## src/rtl/wdt_pkg.sv

```systemverilog
// Package: constants, field layouts and carriers for the watchdog block
package wdt_pkg;

	// Clock rates and the derived tick divider
	localparam int unsigned SYS_CLK_HZ = 250_000_000;
	localparam int unsigned WDOG_OSC_HZ = 128_000;
	localparam int unsigned TICK_DIV = SYS_CLK_HZ / WDOG_OSC_HZ;

	// Change window length in system clock cycles
	localparam int unsigned UNLOCK_CYCLES = 4;

	// Time-out base in oscillator cycles, code 0 of period_select
	localparam int unsigned BASE_TICKS = 2048;
	localparam logic [3:0] PERIOD_MAX_CODE = 4'h9;

	// Register bus widths and offsets
	localparam int unsigned ADDR_W = 2;
	localparam logic [ADDR_W-1:0] OFS_RESET_CAUSE = 2'h0;
	localparam logic [ADDR_W-1:0] OFS_WDOG_CTRL = 2'h1;

	// Reset-cause field positions
	localparam int unsigned RC_POWERON = 0;
	localparam int unsigned RC_PIN = 1;
	localparam int unsigned RC_BROWNOUT = 2;
	localparam int unsigned RC_WDOG = 3;

	// Control/status field positions
	localparam int unsigned CS_SEL0 = 0;
	localparam int unsigned CS_SEL2 = 2;
	localparam int unsigned CS_WDOG_ON = 3;
	localparam int unsigned CS_UNLOCK = 4;
	localparam int unsigned CS_SEL3 = 5;
	localparam int unsigned CS_IRQ_ON = 6;
	localparam int unsigned CS_IRQ_FLAG = 7;

	// Reset values
	localparam logic RST_POWERON_FLAG = 1'b1;
	localparam logic RST_OTHER_FLAG = 1'b0;
	localparam logic [3:0] RST_PERIOD = 4'h0;

	// Register bus request carrier
	typedef struct packed {
		logic [ADDR_W-1:0] addr;
		logic [7:0] wdata;
		logic wr;
		logic rd;
	} wdt_bus_s;

	// Raw reset-source levels from the analog side
	typedef struct packed {
		logic brownout;
		logic pin;
	} wdt_src_s;

endpackage

```

## src/rtl/wdt_core.sv

```systemverilog
// Watchdog timer with timed change sequence and reset-cause flags
// What this block does
// RULE1: Level 1 starts disabled; writing one to enable turns it on freely.
// RULE2: Level 1 disable: unlock+enable write, then within four cycles the wanted value.
// RULE3: Level 2 always runs; enable reads back as one.
// RULE4: Level 2 period change: unlock+enable write, then period within four cycles.
// RULE5: Reset-cause bits 7..4 read zero.
// RULE6: Watchdog-reset flag bit 3 set by watchdog reset, cleared by power-on or zero write.
// RULE7: Brown-out flag bit 2 set by brown-out, cleared by power-on or zero write.
// RULE8: Pin-reset flag bit 1 set by pin reset, cleared by power-on or zero write.
// RULE9: Power-on flag bit 0 set at power-on, cleared only by zero write.
// RULE10: Interrupt flag bit 7 set on time-out in interrupt mode; vector or one-write clears.
// RULE11: Interrupt requested only with global and time-out interrupt enables set.
// RULE12: Enable/irq-enable pair: 00 stopped, 01 irq, 10 reset, 11 irq.
// RULE13: Time-out with both set clears irq-enable, so next time-out resets; the code clears it only once the vector is taken.
// RULE14: Unlock bit 4 self-clears after four cycles; needed to disable or change period.
// RULE15: Enable accepts a zero only while unlock is set.
// RULE16: Level 2 never disables, even with a correct sequence.
// RULE17: Level 1 enable forced to one while watchdog-reset flag is set.
// RULE18: Period select bits 5,2..0; codes 0..9 give 2K..1024K ticks, rest reserved.
// RULE19: Unused-watchdog software clears reset flag and enable at start-up.
// RULE20: Counter advances on a 128 kHz tick, not the system clock.
// RULE21: Counter cleared by restart, when disabled, and on any chip reset.
// RULE22: Reset-mode time-out gives a one-cycle reset request.
// RULE23: Restart, disable and time-out events cross rate boundaries without loss.
//
// Local design decisions: the address-and-strobe port and the register addresses.
`timescale 1ns/1ns
`default_nettype none

module wdt_core #(
	parameter int unsigned BASE = wdt_pkg::BASE_TICKS,
	parameter int unsigned DIV = wdt_pkg::TICK_DIV
) (
	input wire logic clk,
	input wire logic nrst,
	input wire wdt_pkg::wdt_bus_s bus,
	output logic [7:0] rdata,
	input wire wdt_pkg::wdt_src_s src,
	input wire logic safety_level_fuse,
	input wire logic timer_restart_instr,
	input wire logic irq_taken,
	input wire logic global_irq_on,
	output logic irq_req,
	output logic rst_req
);
	import wdt_pkg::*;

	localparam int unsigned CNT_W = 22;
	localparam int unsigned DIV_W = 16;

	// Two-flop synchronisers for pin-side levels, third flop for edges
	logic [2:0] sync1;
	logic [2:0] sync2;
	logic [1:0] sync3;
	wire logic [2:0] sync_in = {safety_level_fuse, src.brownout, src.pin};

	always_ff @(posedge clk or negedge nrst) begin
		if (!nrst) begin
			sync1 <= 3'h0;
			sync2 <= 3'h0;
			sync3 <= 2'h0;
		end else begin
			sync1 <= sync_in;
			sync2 <= sync1;
			sync3 <= sync2[1:0];
		end
	end

	// Fuse set means safety level 2
	wire logic level2 = sync2[2];
	wire logic bor_evt = sync2[1] & ~sync3[1];
	wire logic pin_evt = sync2[0] & ~sync3[0];

	// Control and status state
	logic wdog_on;
	logic timeout_irq_on;
	logic timeout_irq_flag;
	logic [3:0] period_select;
	logic [2:0] unlock_cnt;
	logic wdog_reset_flag;
	logic brownout_reset_flag;
	logic pin_reset_flag;
	logic poweron_reset_flag;
	logic [CNT_W-1:0] count;
	logic [DIV_W-1:0] div_cnt;

	// Any reset other than power-on returns the control side to its start state
	wire logic chip_reset = rst_req | bor_evt | pin_evt;

	// Register decode
	wire logic sel_rc = bus.addr == OFS_RESET_CAUSE;
	wire logic sel_cs = bus.addr == OFS_WDOG_CTRL;
	wire logic wr_rc = bus.wr & sel_rc;
	wire logic wr_cs = bus.wr & sel_cs;
	wire logic w_on = bus.wdata[CS_WDOG_ON];
	wire logic w_unlock = bus.wdata[CS_UNLOCK];
	wire logic [3:0] w_sel = {bus.wdata[CS_SEL3], bus.wdata[CS_SEL2:CS_SEL0]};

	// Change window open while the unlock count runs
	wire logic change_unlock = unlock_cnt != 3'h0; // RULE14
	wire logic unlock_start = wr_cs & w_unlock & w_on; // RULE2 RULE4
	wire logic unlock_use = wr_cs & change_unlock & ~w_unlock; // RULE2 RULE4

	// Effective enable seen by software and by the counter
	wire logic on_eff = level2 | wdog_on | wdog_reset_flag; // RULE3 RULE17
	wire logic running = on_eff | timeout_irq_on; // RULE12

	// Period decode, reserved codes fall back to the longest period
	function automatic logic [CNT_W-1:0] period_ticks(input logic [3:0] code);
		logic [3:0] c;
		c = (code > PERIOD_MAX_CODE) ? PERIOD_MAX_CODE : code;
		period_ticks = CNT_W'(BASE) << c; // RULE18
	endfunction

	wire logic [CNT_W-1:0] limit = period_ticks(period_select) - CNT_W'(1);

	// Tick divider makes the oscillator rate as a one-cycle enable
	wire logic tick = div_cnt == DIV_W'(DIV - 1); // RULE20

	always_ff @(posedge clk or negedge nrst) begin
		if (!nrst) begin
			div_cnt <= '0;
		end else if (tick) begin
			div_cnt <= '0;
		end else begin
			div_cnt <= div_cnt + DIV_W'(1);
		end
	end

	// Time-out: the last tick of the period while running
	wire logic timeout = running & tick & (count >= limit);
	wire logic to_irq = timeout & timeout_irq_on; // RULE12
	wire logic to_reset = timeout & on_eff & ~timeout_irq_on; // RULE12

	// Counter; restart, disable and reset all act in the same clock domain,
	// so no event can be dropped or repeated between rates
	always_ff @(posedge clk or negedge nrst) begin
		if (!nrst) begin
			count <= '0;
		end else if (chip_reset | timer_restart_instr | ~running | timeout) begin
			count <= '0; // RULE21 RULE23
		end else if (tick) begin
			count <= count + CNT_W'(1); // RULE20
		end
	end

	// One-cycle reset request on a reset-mode time-out
	always_ff @(posedge clk or negedge nrst) begin
		if (!nrst) begin
			rst_req <= 1'b0;
		end else begin
			rst_req <= to_reset & ~rst_req; // RULE22
		end
	end

	// Unlock window counter, restarts on every unlock write that also sets enable
	always_ff @(posedge clk or negedge nrst) begin
		if (!nrst) begin
			unlock_cnt <= 3'h0;
		end else if (chip_reset | unlock_use) begin
			unlock_cnt <= 3'h0;
		end else if (unlock_start) begin
			unlock_cnt <= 3'(UNLOCK_CYCLES); // RULE14
		end else if (change_unlock) begin
			unlock_cnt <= unlock_cnt - 3'h1;
		end
	end

	// Enable bit: set freely, cleared only inside the window at level 1
	logic next_wdog_on;
	always_comb begin
		next_wdog_on = wdog_on;
		if (wr_cs) begin
			if (w_on) begin
				next_wdog_on = 1'b1; // RULE1
			end else if (unlock_use & ~level2 & ~wdog_reset_flag) begin
				next_wdog_on = 1'b0; // RULE15 RULE16 RULE17
			end
		end
	end

	// Period select: changes only inside the window
	wire logic [3:0] next_period = unlock_use ? w_sel : period_select; // RULE14 RULE4

	always_ff @(posedge clk or negedge nrst) begin
		if (!nrst) begin
			wdog_on <= 1'b0;
			period_select <= RST_PERIOD;
		end else if (chip_reset) begin
			wdog_on <= 1'b0; // RULE1
			period_select <= RST_PERIOD;
		end else begin
			wdog_on <= next_wdog_on;
			period_select <= next_period;
		end
	end

	// Interrupt enable: software writes; with enable set, the serviced time-out clears it.
	// Clearing at the time-out edge itself would mask the request it raises,
	// so the clear waits for the vector to be taken
	logic next_irq_on;
	always_comb begin
		next_irq_on = timeout_irq_on;
		if (wr_cs) begin
			next_irq_on = bus.wdata[CS_IRQ_ON];
		end
		if (irq_taken & on_eff & timeout_irq_flag) begin
			next_irq_on = 1'b0; // RULE13
		end
	end

	// Interrupt flag: set wins over vector-taken or write-one clear
	wire logic flag_clr = irq_taken | (wr_cs & bus.wdata[CS_IRQ_FLAG]); // RULE10

	always_ff @(posedge clk or negedge nrst) begin
		if (!nrst) begin
			timeout_irq_on <= 1'b0;
			timeout_irq_flag <= 1'b0;
		end else if (chip_reset) begin
			timeout_irq_on <= 1'b0;
			timeout_irq_flag <= 1'b0;
		end else begin
			timeout_irq_on <= next_irq_on;
			if (to_irq) begin
				timeout_irq_flag <= 1'b1; // RULE10
			end else if (flag_clr) begin
				timeout_irq_flag <= 1'b0;
			end
		end
	end

	// Request needs the flag, both enables; combinational handshake output
	assign irq_req = timeout_irq_flag & timeout_irq_on & global_irq_on; // RULE11

	// Reset-cause flags; power-on reset is the block reset itself
	always_ff @(posedge clk or negedge nrst) begin
		if (!nrst) begin
			poweron_reset_flag <= RST_POWERON_FLAG; // RULE9
			wdog_reset_flag <= RST_OTHER_FLAG; // RULE6
			brownout_reset_flag <= RST_OTHER_FLAG; // RULE7
			pin_reset_flag <= RST_OTHER_FLAG; // RULE8
		end else begin
			if (wr_rc & ~bus.wdata[RC_POWERON]) begin
				poweron_reset_flag <= 1'b0; // RULE9
			end
			if (rst_req) begin
				wdog_reset_flag <= 1'b1; // RULE6
			end else if (wr_rc & ~bus.wdata[RC_WDOG]) begin
				wdog_reset_flag <= 1'b0;
			end
			if (bor_evt) begin
				brownout_reset_flag <= 1'b1; // RULE7
			end else if (wr_rc & ~bus.wdata[RC_BROWNOUT]) begin
				brownout_reset_flag <= 1'b0;
			end
			if (pin_evt) begin
				pin_reset_flag <= 1'b1; // RULE8
			end else if (wr_rc & ~bus.wdata[RC_PIN]) begin
				pin_reset_flag <= 1'b0;
			end
		end
	end

	// Read views; upper reset-cause bits are tied low
	wire logic [7:0] rc_view = {4'h0, wdog_reset_flag, brownout_reset_flag,
		pin_reset_flag, poweron_reset_flag}; // RULE5
	wire logic [7:0] cs_view = {timeout_irq_flag, timeout_irq_on, period_select[3],
		change_unlock, on_eff, period_select[2:0]}; // RULE3
	wire logic [7:0] rd_mux = sel_rc ? rc_view : (sel_cs ? cs_view : 8'h00);

	// Read data stands only in the cycle after the strobe
	always_ff @(posedge clk or negedge nrst) begin
		if (!nrst) begin
			rdata <= 8'h00;
		end else if (bus.rd) begin
			rdata <= rd_mux;
		end else begin
			rdata <= 8'h00;
		end
	end

endmodule // wdt_core

`default_nettype wire

```

## config.mk

```make
export PLATFORM = sky130hd
export DESIGN_NAME = wdt_core
export DESIGN_NICKNAME = d
export VERILOG_FILES = /design/src/rtl/wdt_pkg.sv /design/src/rtl/wdt_core.sv
export SDC_FILE = /design/constraint.sdc
export NUM_CORES = 1
export LEC_CHECK = 0
export BUFFER_PORTS_ARGS = -buffer_cell sky130_fd_sc_hd__buf_2
export CAP_MARGIN = 20
export CORE_MARGIN = 10
export CORE_UTILIZATION = 54
export DETAILED_ROUTE_END_ITERATION = 8
export PLACE_DENSITY = 0.78
export RECOVER_POWER = 50
export SYNTH_ARGS = -nofsm -noshare
export SYNTH_HDL_FRONTEND = slang
export SYNTH_SLANG_ARGS = --single-unit
```

## constraint.sdc

```tcl
create_clock -name clk -period 9.25 [get_ports clk]
set_input_delay 1.3875 -clock clk [delete_from_list [all_inputs] [get_ports clk]]
set_output_delay 1.3875 -clock clk [all_outputs]
set_load 0.005 [all_outputs]
```

After elaboration in Yosys (flattened, before gate mapping)
Index checks and enable logic that the tools add are counted.
{"block": "word_totals", "regBits": 69, "latch_bits": 0, "mem_bits_rw": 0, "rom_bits": 0, "inputBits": 20, "out_inout_bits": 10, "elab_cells": 113, "n_memories": 0}
{"block": "classes", "addsub": 4, "multipliers": 0, "n_div": 0, "magnitude_cmp": 2, "eq_ne": 2, "shift": 1, "mux": 28, "n_bitwise": 47, "n_reduce_logical": 13}
{"op": "two-way mux 22 bit", "count": 2}
{"op": "AND 1 bit", "count": 25}
{"op": "two-way mux 8 bit", "count": 3}
{"op": "adder 22 x 1 -> 22 bit (second input constant)", "count": 1}
{"op": ">= comparator 22 bit", "count": 1}
{"op": "<< shifter 12 x 4 -> 22 bit (first input constant)", "count": 1}
{"op": "subtractor 22 x 1 -> 22 bit (second input constant)", "count": 1}
{"op": "adder 16 x 1 -> 16 bit (second input constant)", "count": 1}
{"op": "== test 16 x 11 -> 1 bit (second input constant)", "count": 1}
{"op": "two-way mux 1 bit", "count": 16}
{"op": "two-way mux 16 bit", "count": 1}
{"op": "nonzero test 3 bit", "count": 5}
{"op": "two-way mux 4 bit", "count": 3}
{"op": "inverter 1 bit", "count": 12}
{"op": "nonzero test 2 bit", "count": 6}
{"op": "bitwise OR 1 bit", "count": 10}
{"op": "two-way mux 3 bit", "count": 3}
{"op": "greater-than comparator 4 bit (second input constant)", "count": 1}
{"op": "subtractor 3 x 1 -> 3 bit (second input constant)", "count": 1}
{"op": "== test 2 x 1 -> 1 bit (second input constant)", "count": 1}
{"op": "logical NOT 2 bit", "count": 1}
{"op": "AND reduction 2 bit", "count": 1}

Logic depth before layout (Yosys ltp)
Gate-level depths: netlist (run 1).
{"block": "depth", "word_depth": 10, "ltp_mapped": 14, "mapped_depth_nobuf": 12}

Worst setup path before layout (run 1)
Ideal clock, no wire load.
{"block": "synth_path", "path_kind": "register to register", "start": "register period_select[2]", "end": "register count[13]", "setup_time_ps": 88, "t_arrival_ps": 2946, "setup_slack_ps": 6216, "stages_incl_launch_ff": 15, "path_buffers": 2, "cell_sequence": "dfrtp_1 > clkbuf_1 > nor3_1 > nand2b_1 > ha_1 > nor3_1 > a21o_1 > a32oi_1 > ha_1 > and3_1 > a221o_1 > a21oi_1 > a21oi_1 > buf_2 > nor3b_1"}
{"block": "synth_via", "elab_chain_cells": 8}
{"element": "start, declared", "line_no": "wdt_core.sv:79", "text": "logic [3:0] period_select;"}
{"element": "start signal, assigned", "line_no": "wdt_core.sv:195", "text": "period_select <= next_period;"}
{"element": "greater-than comparator 4 bit", "line_no": "wdt_core.sv:112", "text": "c = (code > PERIOD_MAX_CODE) ? PERIOD_MAX_CODE : code;"}
{"element": "two-way mux 4 bit *", "line_no": "wdt_core.sv:112"}
{"element": "<< shifter 12 x 4 -> 22 bit *", "line_no": "wdt_core.sv:113", "text": "period_ticks = CNT_W'(BASE) << c;"}
{"element": "subtractor 22 x 1 -> 22 bit *", "line_no": "wdt_core.sv:116", "text": "wire logic [CNT_W-1:0] limit = period_ticks(period_select) - CNT_W'(1);"}
{"element": ">= comparator 22 bit *", "line_no": "wdt_core.sv:132", "text": "wire logic timeout = running & tick & (count >= limit);"}
{"element": "AND 1 bit *", "line_no": "wdt_core.sv:132"}
{"element": "bitwise OR 1 bit *", "line_no": "wdt_core.sv:141", "text": "end else if (chip_reset | timer_restart_instr | ~running | timeout) begin"}
{"element": "two-way mux 22 bit / nonzero test 2 bit (equally long branches)"}
{"element": "end signal, assigned", "line_no": "wdt_core.sv:144", "text": "count <= count + CNT_W'(1);"}
{"element": "end, declared", "line_no": "wdt_core.sv:85", "text": "logic [CNT_W-1:0] count;"}
Every way passes the cells marked *; elsewhere a longest branch is shown, timed or not.
A chain may end at the register's enable or synchronous reset.

==> summary.md, run 1 <==
| Metric | Value |
|---|---|
| Ys Warns | `0` |
| Ys async rst share | `100%` |
| Initial core utilization | `54.7%` |
| Met3 usage | `4.29%` |
| Starting DRC count in detailed routing | `176` |
| Final setup viols | `0` |
| Setup TNS | `0 ps` |
| Fin nets | `417` |
| Largest net degree at the start of global routing | `70` |
| Dpl ws | `5570 ps` |
| Final Hold Violating Endpoints | `0` |
| Remaining routing DRC violations | `0` |
| CP Capture Type | `asynchronous set/reset pin` |
| Setup Fix Bufs, Post-CTS | `0` |
| Synth cell types | `47` |
| Die ar. | `0.0105 sq mm` |
| FILL cells | `553` |
| Initial antenna violation count | `0` |
| Worst Path Max Fanout | `69` |
| Placed cells | `448` |
| Worst path max stage delay | `2510 ps` |
| Critical Path AT | `4020 ps` |
| Most common cell in the netlist | `dfrtp_1` |
| Critical Path RT | `8900 ps` |
| Slowest CP cell | `clkbuf_1` |
| Cell Area, Synth | `0.00368 sq mm` |
| Remaining Overflow, GRT | `0` |
| Post-synth net total | `388` |
| Root buf cell | `clkbuf_8` |
| Post-DP Area | `0.00387 sq mm` |
| Wire length per cell | `15.8 um` |
| CP Cell Sequence | `buf_2, clkbuf_1` |
| Vias in the first global route | `2678` |
| Minimum clock period | `4370 ps` |
| Top post-synthesis cells by area | `dfrtp_1 (46%), xnor2_1 (7.1%), ha_1 (5.8%)` |
| DRT Pass-1 Iters | `5` |
| Final worst slack | `4880 ps` |
| Placer Congestion | `0.807` |
| Area Growth Syn to Fin | `10.5%` |
| EDFF count, synth | `0` |
| First-pass GRT wire length | `12.8 mm` |
| RSZ-0062 raised after global routing | `no` |
| GR Util met1 | `19.0%` |
| Syn_area_per_cell | `10.5 sq um` |
| Reg2Reg Setup Slack | `5890 ps` |
| CTS Sinks | `69` |
| Startpoint Class | `input port` |
| Total CTS buffers | `9` |
| Routed WL | `7.34 mm` |
| Share of layout cells above drive strength 1 | `17.1%` |
| Violated checks | `capacitance limit, slew limit` |
| Row count | `30` |
| Power per cell area | `158 mW/mm^2` |
| ANT cells | `0` |
| Design Area, Final | `0.00406 sq mm` |
| #FFs+latches synth | `69` |
| Die Ht | `103 um` |
| Die X | `103 um` |
| CTS tree | `built` |
| Leakage | `1.78 nW` |
| Vias per inst | `5.65` |
| GRT Total Usage | `15.5%` |
| PortBufs | `29` |
| Outcome | `finished, violations left` |
| Via Count | `2629` |
| Htree depth | `3` |
| Peak Freq | `229 MHz` |
| HP Class | `flop to flop` |
| Clk slew on worst S/H paths | `90 ps` |
| GRT met2 Usage | `25.3%` |
| Crit path buffers/inverters | `2` |
| Slew @ Worst Pin | `3590 ps` |
| Skew-Pair Late Insertion Delay | `360 ps` |
| Main synth FF type | `dfrtp_1` |
| Final slew viol count | `70` |
| DP HPWL | `5.26 mm` |
| Family with the most delay on the worst path | `buffers and inverters` |
| Setup CP Type | `input port to asynchronous set/reset pin` |
| List of most frequent post-synthesis cells | `dfrtp_1 (68), nand2_1 (31), xnor2_1 (30)` |
| Relative slew margins | `-139%` |
| Max-cap violations | `1` |
| Share of the synthesized area in the top cell type | `46.3%` |
| Hold-fix buffers, CTS | `0` |
| Core Box Area | `0.00672 sq mm` |
| I/O Pins | `30` |
| Post-route insts no fill | `465` |
| Worst VDD drop | `0.144 mV` |
| Fin crit share | `47.2%` |
| Top Usage Layer GRT | `met2` |
| Post-cts resize count | `0` |
| Cell taking the most area after synthesis | `dfrtp_1` |
| Antenna Violating Nets Remaining | `0` |
| Setup Skew | `15.8 ps` |
| Sequential area share after synthesis | `47.0%` |
| Clk buf depth | `2` |
| Syn Inst Count | `351` |
-- power breakdown --
part / internal, mW / switching (mW)
logic: 0.0345 / 0.0470
registers: 0.312 / 0.00763
clock network: 0.107 / 0.135
-- flip-flops by register name, summed over array words and instances (netlist names), 2 cells and up --
name,count
sync2,3
period_select,4
sync3,2
unlock_cnt,3
count,22
div_cnt,16
rdata,8
sync1,3
-- area by class of cell --
type	count	area, sq um	share of cell area (%)
Clock inverter	7	68.8	1.69
Inverter	14	52.6	1.29
Clock buffer	9	124	3.05
Timing Repair Buffer	32	170	4.19
Sequential cell	69	1730	42.5
Tap cell	80	100	2.46
Multi-Input combinational cell	254	1820	44.8
-- cells in the final DEF (no fill, tap or decap), types with 6 or more instances in the layout --
master | synthesis | final
dfrtp_1 | 68 | 68
nand2_1 | 31 | 31
xnor2_1 | 30 | 30
buf_2 | 6 | 28
nor2_1 | 18 | 18
nand3_1 | 17 | 17
nor3b_1 | 16 | 17
ha_1 | 17 | 17
nor3_1 | 14 | 14
inv_1 | 14 | 14
a21oi_1 | 15 | 14
and3_1 | 13 | 13
o21ai_0 | 10 | 10
clkbuf_8 | 0 | 9
xor2_1 | 6 | 6
nor3b_2 | 7 | 6
-- worst paths after layout --
path,start,endpoint,cells after the start
max,nrst,rst_req,2
min,sync1[2],sync2[2],0
max reg2reg,period_select[2],rst_req,13
min reg2reg,sync1[2],sync2[2],0
max in group clk,period_select[2],rst_req,13
min in group asynchronous,nrst,count[14],2
-- layer usage --
layer | up-vias | share of wire [%] | wire (um)
met5 | - | 0 | 0
met1 | 1254 | 44 | 3250
li1 | 1292 | - | -
met4 | 0 | 1.9 | 140
met3 | 13 | 4.8 | 355
met2 | 70 | 49 | 3590
-- stage by stage --
stage               total power, mW  util, %  hold slack [ps]
floorplan                     0.382        -              331
detailed placement            0.408     57.5              339
global placement              0.404     57.5              333
CTS                           0.650     60.4              361
global route                  0.678     60.5              374
finish                        0.643     60.5              357
-- cells by family (layout without fill, tap and decap cells) --
family / after synthesis / count (layout) / share of synthesized area [%]
and+or+nand+nor: 158 / 158 / 27.6
DFF: 69 / 69 / 47.0
AOI/OAI and AO/OA: 37 / 37 / 6.12
xor gates and xnor gates: 36 / 36 / 8.57
buffers and inverters: 28 / 62 / 3.47
adders and majority gates: 17 / 17 / 5.78
muxes: 5 / 5 / 1.36
other: 1 / 1 / 0.102
Power figures use the tool's default switching activity.
==> run 2, diff against run 1 <==
Settings changed: ABC_AREA set to 1, PLACE_DENSITY 0.78 to 0.81.
Clock period 9.25 ns to 3.6 ns, I/O delays scaled along.
==> run 2 against run 1 <==
Against the previous run: clock skew shrank 8.0 ps; synthesized cell count up 33%; sequential share of layout area decreased by 1.3 points; critical path depth is 13 higher; flip-flop and latch count unchanged; non-clock buffer count down 2; global-route usage is 0.95 points higher; sequential power rose to 2.6 times the previous value; register-to-register slack worse by 5300 ps; core utilization grew 1.6 points; the run still ends with capacitance limit, slew limit left; total power rose to 2.9 times the previous value; first-iteration DRC count fell by 17%.
==> summary.md, run 2 <==
| Metric | Value |
|---|---|
| Outcome | `finished, violations left` |
| Violated checks | `capacitance limit, slew limit` |
| Synth cell types | `33` |
| Share of the synthesized area in the top cell type | `45.5%` |
| Setup CP Type | `flop to flop` |
| Commonest non-fill, non-tap cells in the layout | `nand2_1 (98), nor2_1 (71), dfrtp_1 (68)` |
| Total CTS buffers | `9` |
| Hold-fix buffers, CTS | `0` |
| Ys Warns | `0` |
| HP Class | `input port to flop` |
| PortBufs | `29` |
| CP Capture Type | `flop` |
| RSZ-0062 raised after global routing | `no` |
| Slew @ Worst Pin | `1510 ps` |
| Main synth FF type | `dfrtp_1` |
| #FFs+latches synth | `69` |
| CTS tree | `built` |
| FILL cells | `570` |
| Root buf cell | `clkbuf_8` |
| Clk slew on worst S/H paths | `80 ps` |
| Startpoint Class | `flop` |
| DP HPWL | `5.87 mm` |
| Ys async rst share | `100%` |
| Initial antenna violation count | `0` |
| Vias per inst | `5.19` |
| Top post-synthesis cells by area | `dfrtp_1 (46%), nand2_1 (9.8%), nor2_1 (7.1%)` |
| Share of layout cells above drive strength 1 | `11.2%` |
| Skew-Pair Late Insertion Delay | `350 ps` |
| First-pass GRT wire length | `13.9 mm` |
| Area Growth Syn to Fin | `12.2%` |
| Remaining Overflow, GRT | `0` |
| Relative slew margins | `-0.808%` |
| Die X | `103 um` |
| Leakage | `2.09 nW` |
| Setup Skew | `7.89 ps` |
| Design Area, Final | `0.00419 sq mm` |
| Post-cts resize count | `0` |
| Core Box Area | `0.00676 sq mm` |
| DRT Pass-1 Iters | `4` |
| Crit path buffers/inverters | `2` |
| Cell taking the most area after synthesis | `dfrtp_1` |
| Reg2Reg Setup Slack | `590 ps` |
| Most common cell in the netlist | `nand2_1` |
| Routed WL | `7.84 mm` |
| Die Ht | `103 um` |
| Post-route core utilization | `62.0%` |
| Largest net degree at the start of global routing | `43` |
| Post-synth net total | `505` |
| Worst path max stage delay | `430 ps` |
| Syn Inst Count | `468` |
| CP Cell Sequence | `clkinv_1, nand3_1, ha_1, nand3_1, xnor2_1, ha_1, nand2_1, inv_1, nand2_1, nand2_1, a21oi_1, nand3_1, nand2_1, nand2_1, nor3_1` |
| Top reg by flops | `count` |
| Wire length per cell | `13.3 um` |
| Commonest non-fill, non-tap cell in the layout | `nand2_1` |
| ANT cells | `0` |
| Family with the most delay on the worst path | `simple AND/OR/NAND/NOR gates` |
| CTS Sinks | `69` |
| I/O Pins | `30` |
| Final Hold Violating Endpoints | `0` |
| Final setup viols | `0` |
| Initial core utilization | `55.3%` |
| Worst VDD drop | `0.318 mV` |
| Sequential area share after synthesis | `46.2%` |
| Die ar. | `0.0106 sq mm` |
| Critical Path RT | `3850 ps` |
| Row count | `30` |
| GRT Total Usage | `16.4%` |
| Slowest CP cell | `dfrtp_1` |
| Power per cell area | `441 mW/mm^2` |
| Worst Path Max Fanout | `21` |
| List of most frequent post-synthesis cells | `nand2_1 (98), nor2_1 (71), dfrtp_1 (68)` |
| Hold_ws | `287 ps` |
| Post-DP Area | `0.00395 sq mm` |
| Vias in the first global route | `3172` |
| Minimum clock period | `3010 ps` |
| Crit path top cell by count | `nand2_1` |
| Htree depth | `3` |
| Antenna Violating Nets Remaining | `0` |
| Starting DRC count in detailed routing | `146` |
| Syn_area_per_cell | `7.98 sq um` |
| Setup TNS | `0 ps` |
| Max-cap violations | `1` |
| EDFF count, synth | `0` |
| Fin nets | `542` |
| Peak Freq | `333 MHz` |
| Critical Path AT | `3260 ps` |
| Setup Fix Bufs, Post-CTS | `0` |
| Biggest regs | `count: 22 flops, div_cnt: 16 flops, rdata: 8 flops` |
| Final slew viol count | `29` |
| Placer Congestion | `0.865` |
| Cell Area, Synth | `0.00374 sq mm` |
| Via Count | `3065` |
| Fin crit share | `83.5%` |
| Remaining routing DRC violations | `0` |
| Clk buf depth | `2` |
| Max reg flops | `22` |
[run 2: logic make-up (layout without fill, tap and decap cells)]
kind of cell	Yosys count	count (layout)	synth area share, %
fa+ha+maj	17	17	5.69
compound gates	39	39	5.63
flops	69	69	46.2
xor+xnor	24	24	5.63
buf+inv	74	116	8.14
simple gates	244	244	28.6
other cells	1	1	0.100
[run 2: cell type report]
class / count / area (sq um) / area share, %
Timing Repair Buffer: 30 / 149 / 3.55
Sequential cell: 69 / 1730 / 41.2
Tap cell: 80 / 100 / 2.39
Inverter: 70 / 263 / 6.27
Clock buffer: 10 / 138 / 3.28
Clock inverter: 6 / 110 / 2.63
Multi-Input combinational cell: 325 / 1700 / 40.7
[run 2: metrics by stage]
stage | instances | power [mW] | worst slack, ps
CTS | 590 | 1.86 | 564
global placement | 574 | 1.07 | 727
finish | 590 | 1.85 | 593
detailed placement | 574 | 1.09 | 564
floorplan | 468 | 1.00 | 1240
global route | 590 | 1.94 | 205
[run 2: worst paths after layout]
check / from / to / depth (start not counted)
setup / recovery: period_select[3] / count[3] / 15
hold / removal: safety_level_fuse / sync1[2] / 1
setup reg to reg: period_select[3] / count[3] / 15
hold reg to reg: sync1[1] / sync2[1] / 0
max in group asynchronous: nrst / rst_req / 2
min in group asynchronous: nrst / count[14] / 1
[run 2: layer usage]
layer / global-route usage [%] / wire length (um)
met5: 0 / 0
met4: 7.38 / 154
met3: 3.99 / 346
met2: 27.5 / 3980
met1: 19.7 / 3360
[run 2: power by group]
| part | internal [mW] | total, mW | switching (mW) |
|---|---|---|---|
| registers | 0.806 | 0.828 | 0.0216 |
| logic | 0.0868 | 0.242 | 0.156 |
| clock network | 0.477 | 0.777 | 0.299 |
| total | 1.37 | 1.85 | 0.476 |
==> run 3, diff against run 2 <==
Settings changed: PLACE_DENSITY 0.81 to 0.78.
Clock period 3.6 ns to 3.02 ns, I/O delays scaled along.
==> run 3 against run 2 <==
Against the previous run: the flow still finishes with violations (capacitance limit, slew limit); wire length increased by 0.15%; sequential share of layout area increased by 0.50 points; register-to-register slack got worse by 330 ps; via count increased by 0.62%; core utilization decreased by 0.65 points; sequential power increased by 19%; critical endpoint is now count[12]; largest cell class unchanged; highest routed layer unchanged.
==> summary.md, run 3 (synthesis gave the netlist of run 2 again) <==
| Metric | Value |
|---|---|
| Hold-fix buffers, CTS | `0` |
| Die X | `103 um` |
| Slew @ Worst Pin | `1680 ps` |
| Area Growth Syn to Fin | `11.0%` |
| Max-cap violations | `1` |
| RSZ-0062 raised after global routing | `no` |
| Die Ht | `103 um` |
| Commonest non-fill, non-tap cell in the layout | `nand2_1` |
| Setup TNS | `0 ps` |
| Initial core utilization | `55.3%` |
| Peak Freq | `363 MHz` |
| Initial antenna violation count | `0` |
| Root buf cell | `clkbuf_8` |
| Row count | `30` |
| Clk buf depth | `2` |
| Dpl ws | `241 ps` |
| Final slew viol count | `32` |
| Critical Path AT | `2980 ps` |
| FILL cells | `589` |
| CTS Sinks | `69` |
| Worst Path Max Fanout | `21` |
| Hold_ws | `216 ps` |
| Routed WL | `7.85 mm` |
| Final setup viols | `0` |
| DP HPWL | `5.78 mm` |
| Startpoint Class | `flop` |
| PortBufs | `29` |
| Outcome | `finished, violations left` |
| Worst VDD drop | `0.374 mV` |
| Minimum clock period | `2760 ps` |
| Post-DP Area | `0.00397 sq mm` |
| Post-route insts no fill | `591` |
| Total CTS buffers | `9` |
| Design Area, Final | `0.00415 sq mm` |
| Leakage | `2.06 nW` |
| Placer Congestion | `0.864` |
| CP Capture Type | `flop` |
| Violated checks | `capacitance limit, slew limit` |
| Final worst slack | `264 ps` |
| Fin nets | `543` |
| Via Count | `3084` |
| ANT cells | `0` |
| Remaining routing DRC violations | `0` |
| DRT Pass-1 Iters | `5` |
| Die ar. | `0.0106 sq mm` |
| Share of layout cells above drive strength 1 | `11.5%` |
| Skew-Pair Late Insertion Delay | `350 ps` |
| Fin crit share | `91.3%` |
| Final Hold Violating Endpoints | `0` |
| Placed cells | `575` |
| Commonest non-fill, non-tap cells in the layout | `nand2_1 (98), nor2_1 (71), inv_1 (67)` |
| GRT Total Usage | `15.6%` |
| Setup Fix Bufs, Post-CTS | `0` |
| Post-route core utilization | `61.4%` |
| Vias in the first global route | `2903` |
| Critical Path RT | `3250 ps` |
| Final Power | `2.01 mW` |
| Max reg flops | `22` |
| Antenna Violating Nets Remaining | `0` |
| Largest net degree at the start of global routing | `40` |
| Setup Skew | `8.12 ps` |
| Relative slew margins | `-11.7%` |
| Vias per inst | `5.22` |
| Setup CP Type | `flop to flop` |
| Starting DRC count in detailed routing | `169` |
| Core Box Area | `0.00676 sq mm` |
| Top reg by flops | `count` |
| CTS tree | `built` |
| First-pass GRT wire length | `13.2 mm` |
| Remaining Overflow, GRT | `0` |
| I/O Pins | `30` |
| HP Class | `input port to flop` |
| Wire length per cell | `13.3 um` |
| Htree depth | `3` |
| Biggest regs | `count: 22 flops, div_cnt: 16 flops, rdata: 8 flops` |
| Power per cell area | `484 mW/mm^2` |
| Clk slew on worst S/H paths | `70 ps` |
## run 3: cell count changes in the layout (fill, tap and decap cells not counted), sizes merged
cell / before / now
clkinvlp: 2 / 3
clkinv: 2 / 3
clkbuf: 12 / 13
bufinv: 3 / 1
## run 3: worst max-delay path, cell delays in order (launching register included)
cell        delay, ps
dfrtp_2           430
clkinvlp_4        180
nand3_1           150
ha_1              220
nand3_1           100
xnor2_1           140
ha_1              310
nand2_1           100
nor2_1            150
nand2_1            70
nor2_1             90
nand2_1            50
nand3_1           110
nand2_1           110
nand2_1            80
buf_4             240
nor2_1             90
## run 3: what timing repair did
item | in CTS | in global routing
endpoints found under the setup margin | 0 | 21
endpoints found under the hold margin | 0 | 0
resized for setup | 0 | 3
## run 3: area by class of cell
class,count,area [sq um],area share (%)
flip-flops and latches,69,1730,41.7
repair buffers,31,155,3.74
well taps,80,100,2.41
clock inverters,6,63.8,1.54
clock buffers,10,128,3.08
multi-input cells,325,1700,41.1
inverters,70,267,6.43
## run 3: final timing paths
path | start | to | slack (ps) | depth (start not counted)
min in group asynchronous | nrst | count[5] | 530 | 1
min reg2reg | sync1[0] | sync2[0] | 350 | 0
max reg2reg | period_select[3] | count[12] | 260 | 16
min | src[0] | sync1[0] | 220 | 1
max in group asynchronous | nrst | period_select[1] | 720 | 2
max | period_select[3] | count[12] | 260 | 16
## run 3: power breakdown
group | leakage (nW) | switching (mW) | internal, mW
sequential | 0.906 | 0.0274 | 0.962
combinational | 1.06 | 0.187 | 0.104
clock | 0.0923 | 0.349 | 0.380
## run 3: layer usage
layer  part of all wire (%)  global-route usage [%]
met5                      0                       0
met4                    1.1                    4.06
met3                    4.5                    4.85
met2                     50                    26.3
met1                     45                    19.0
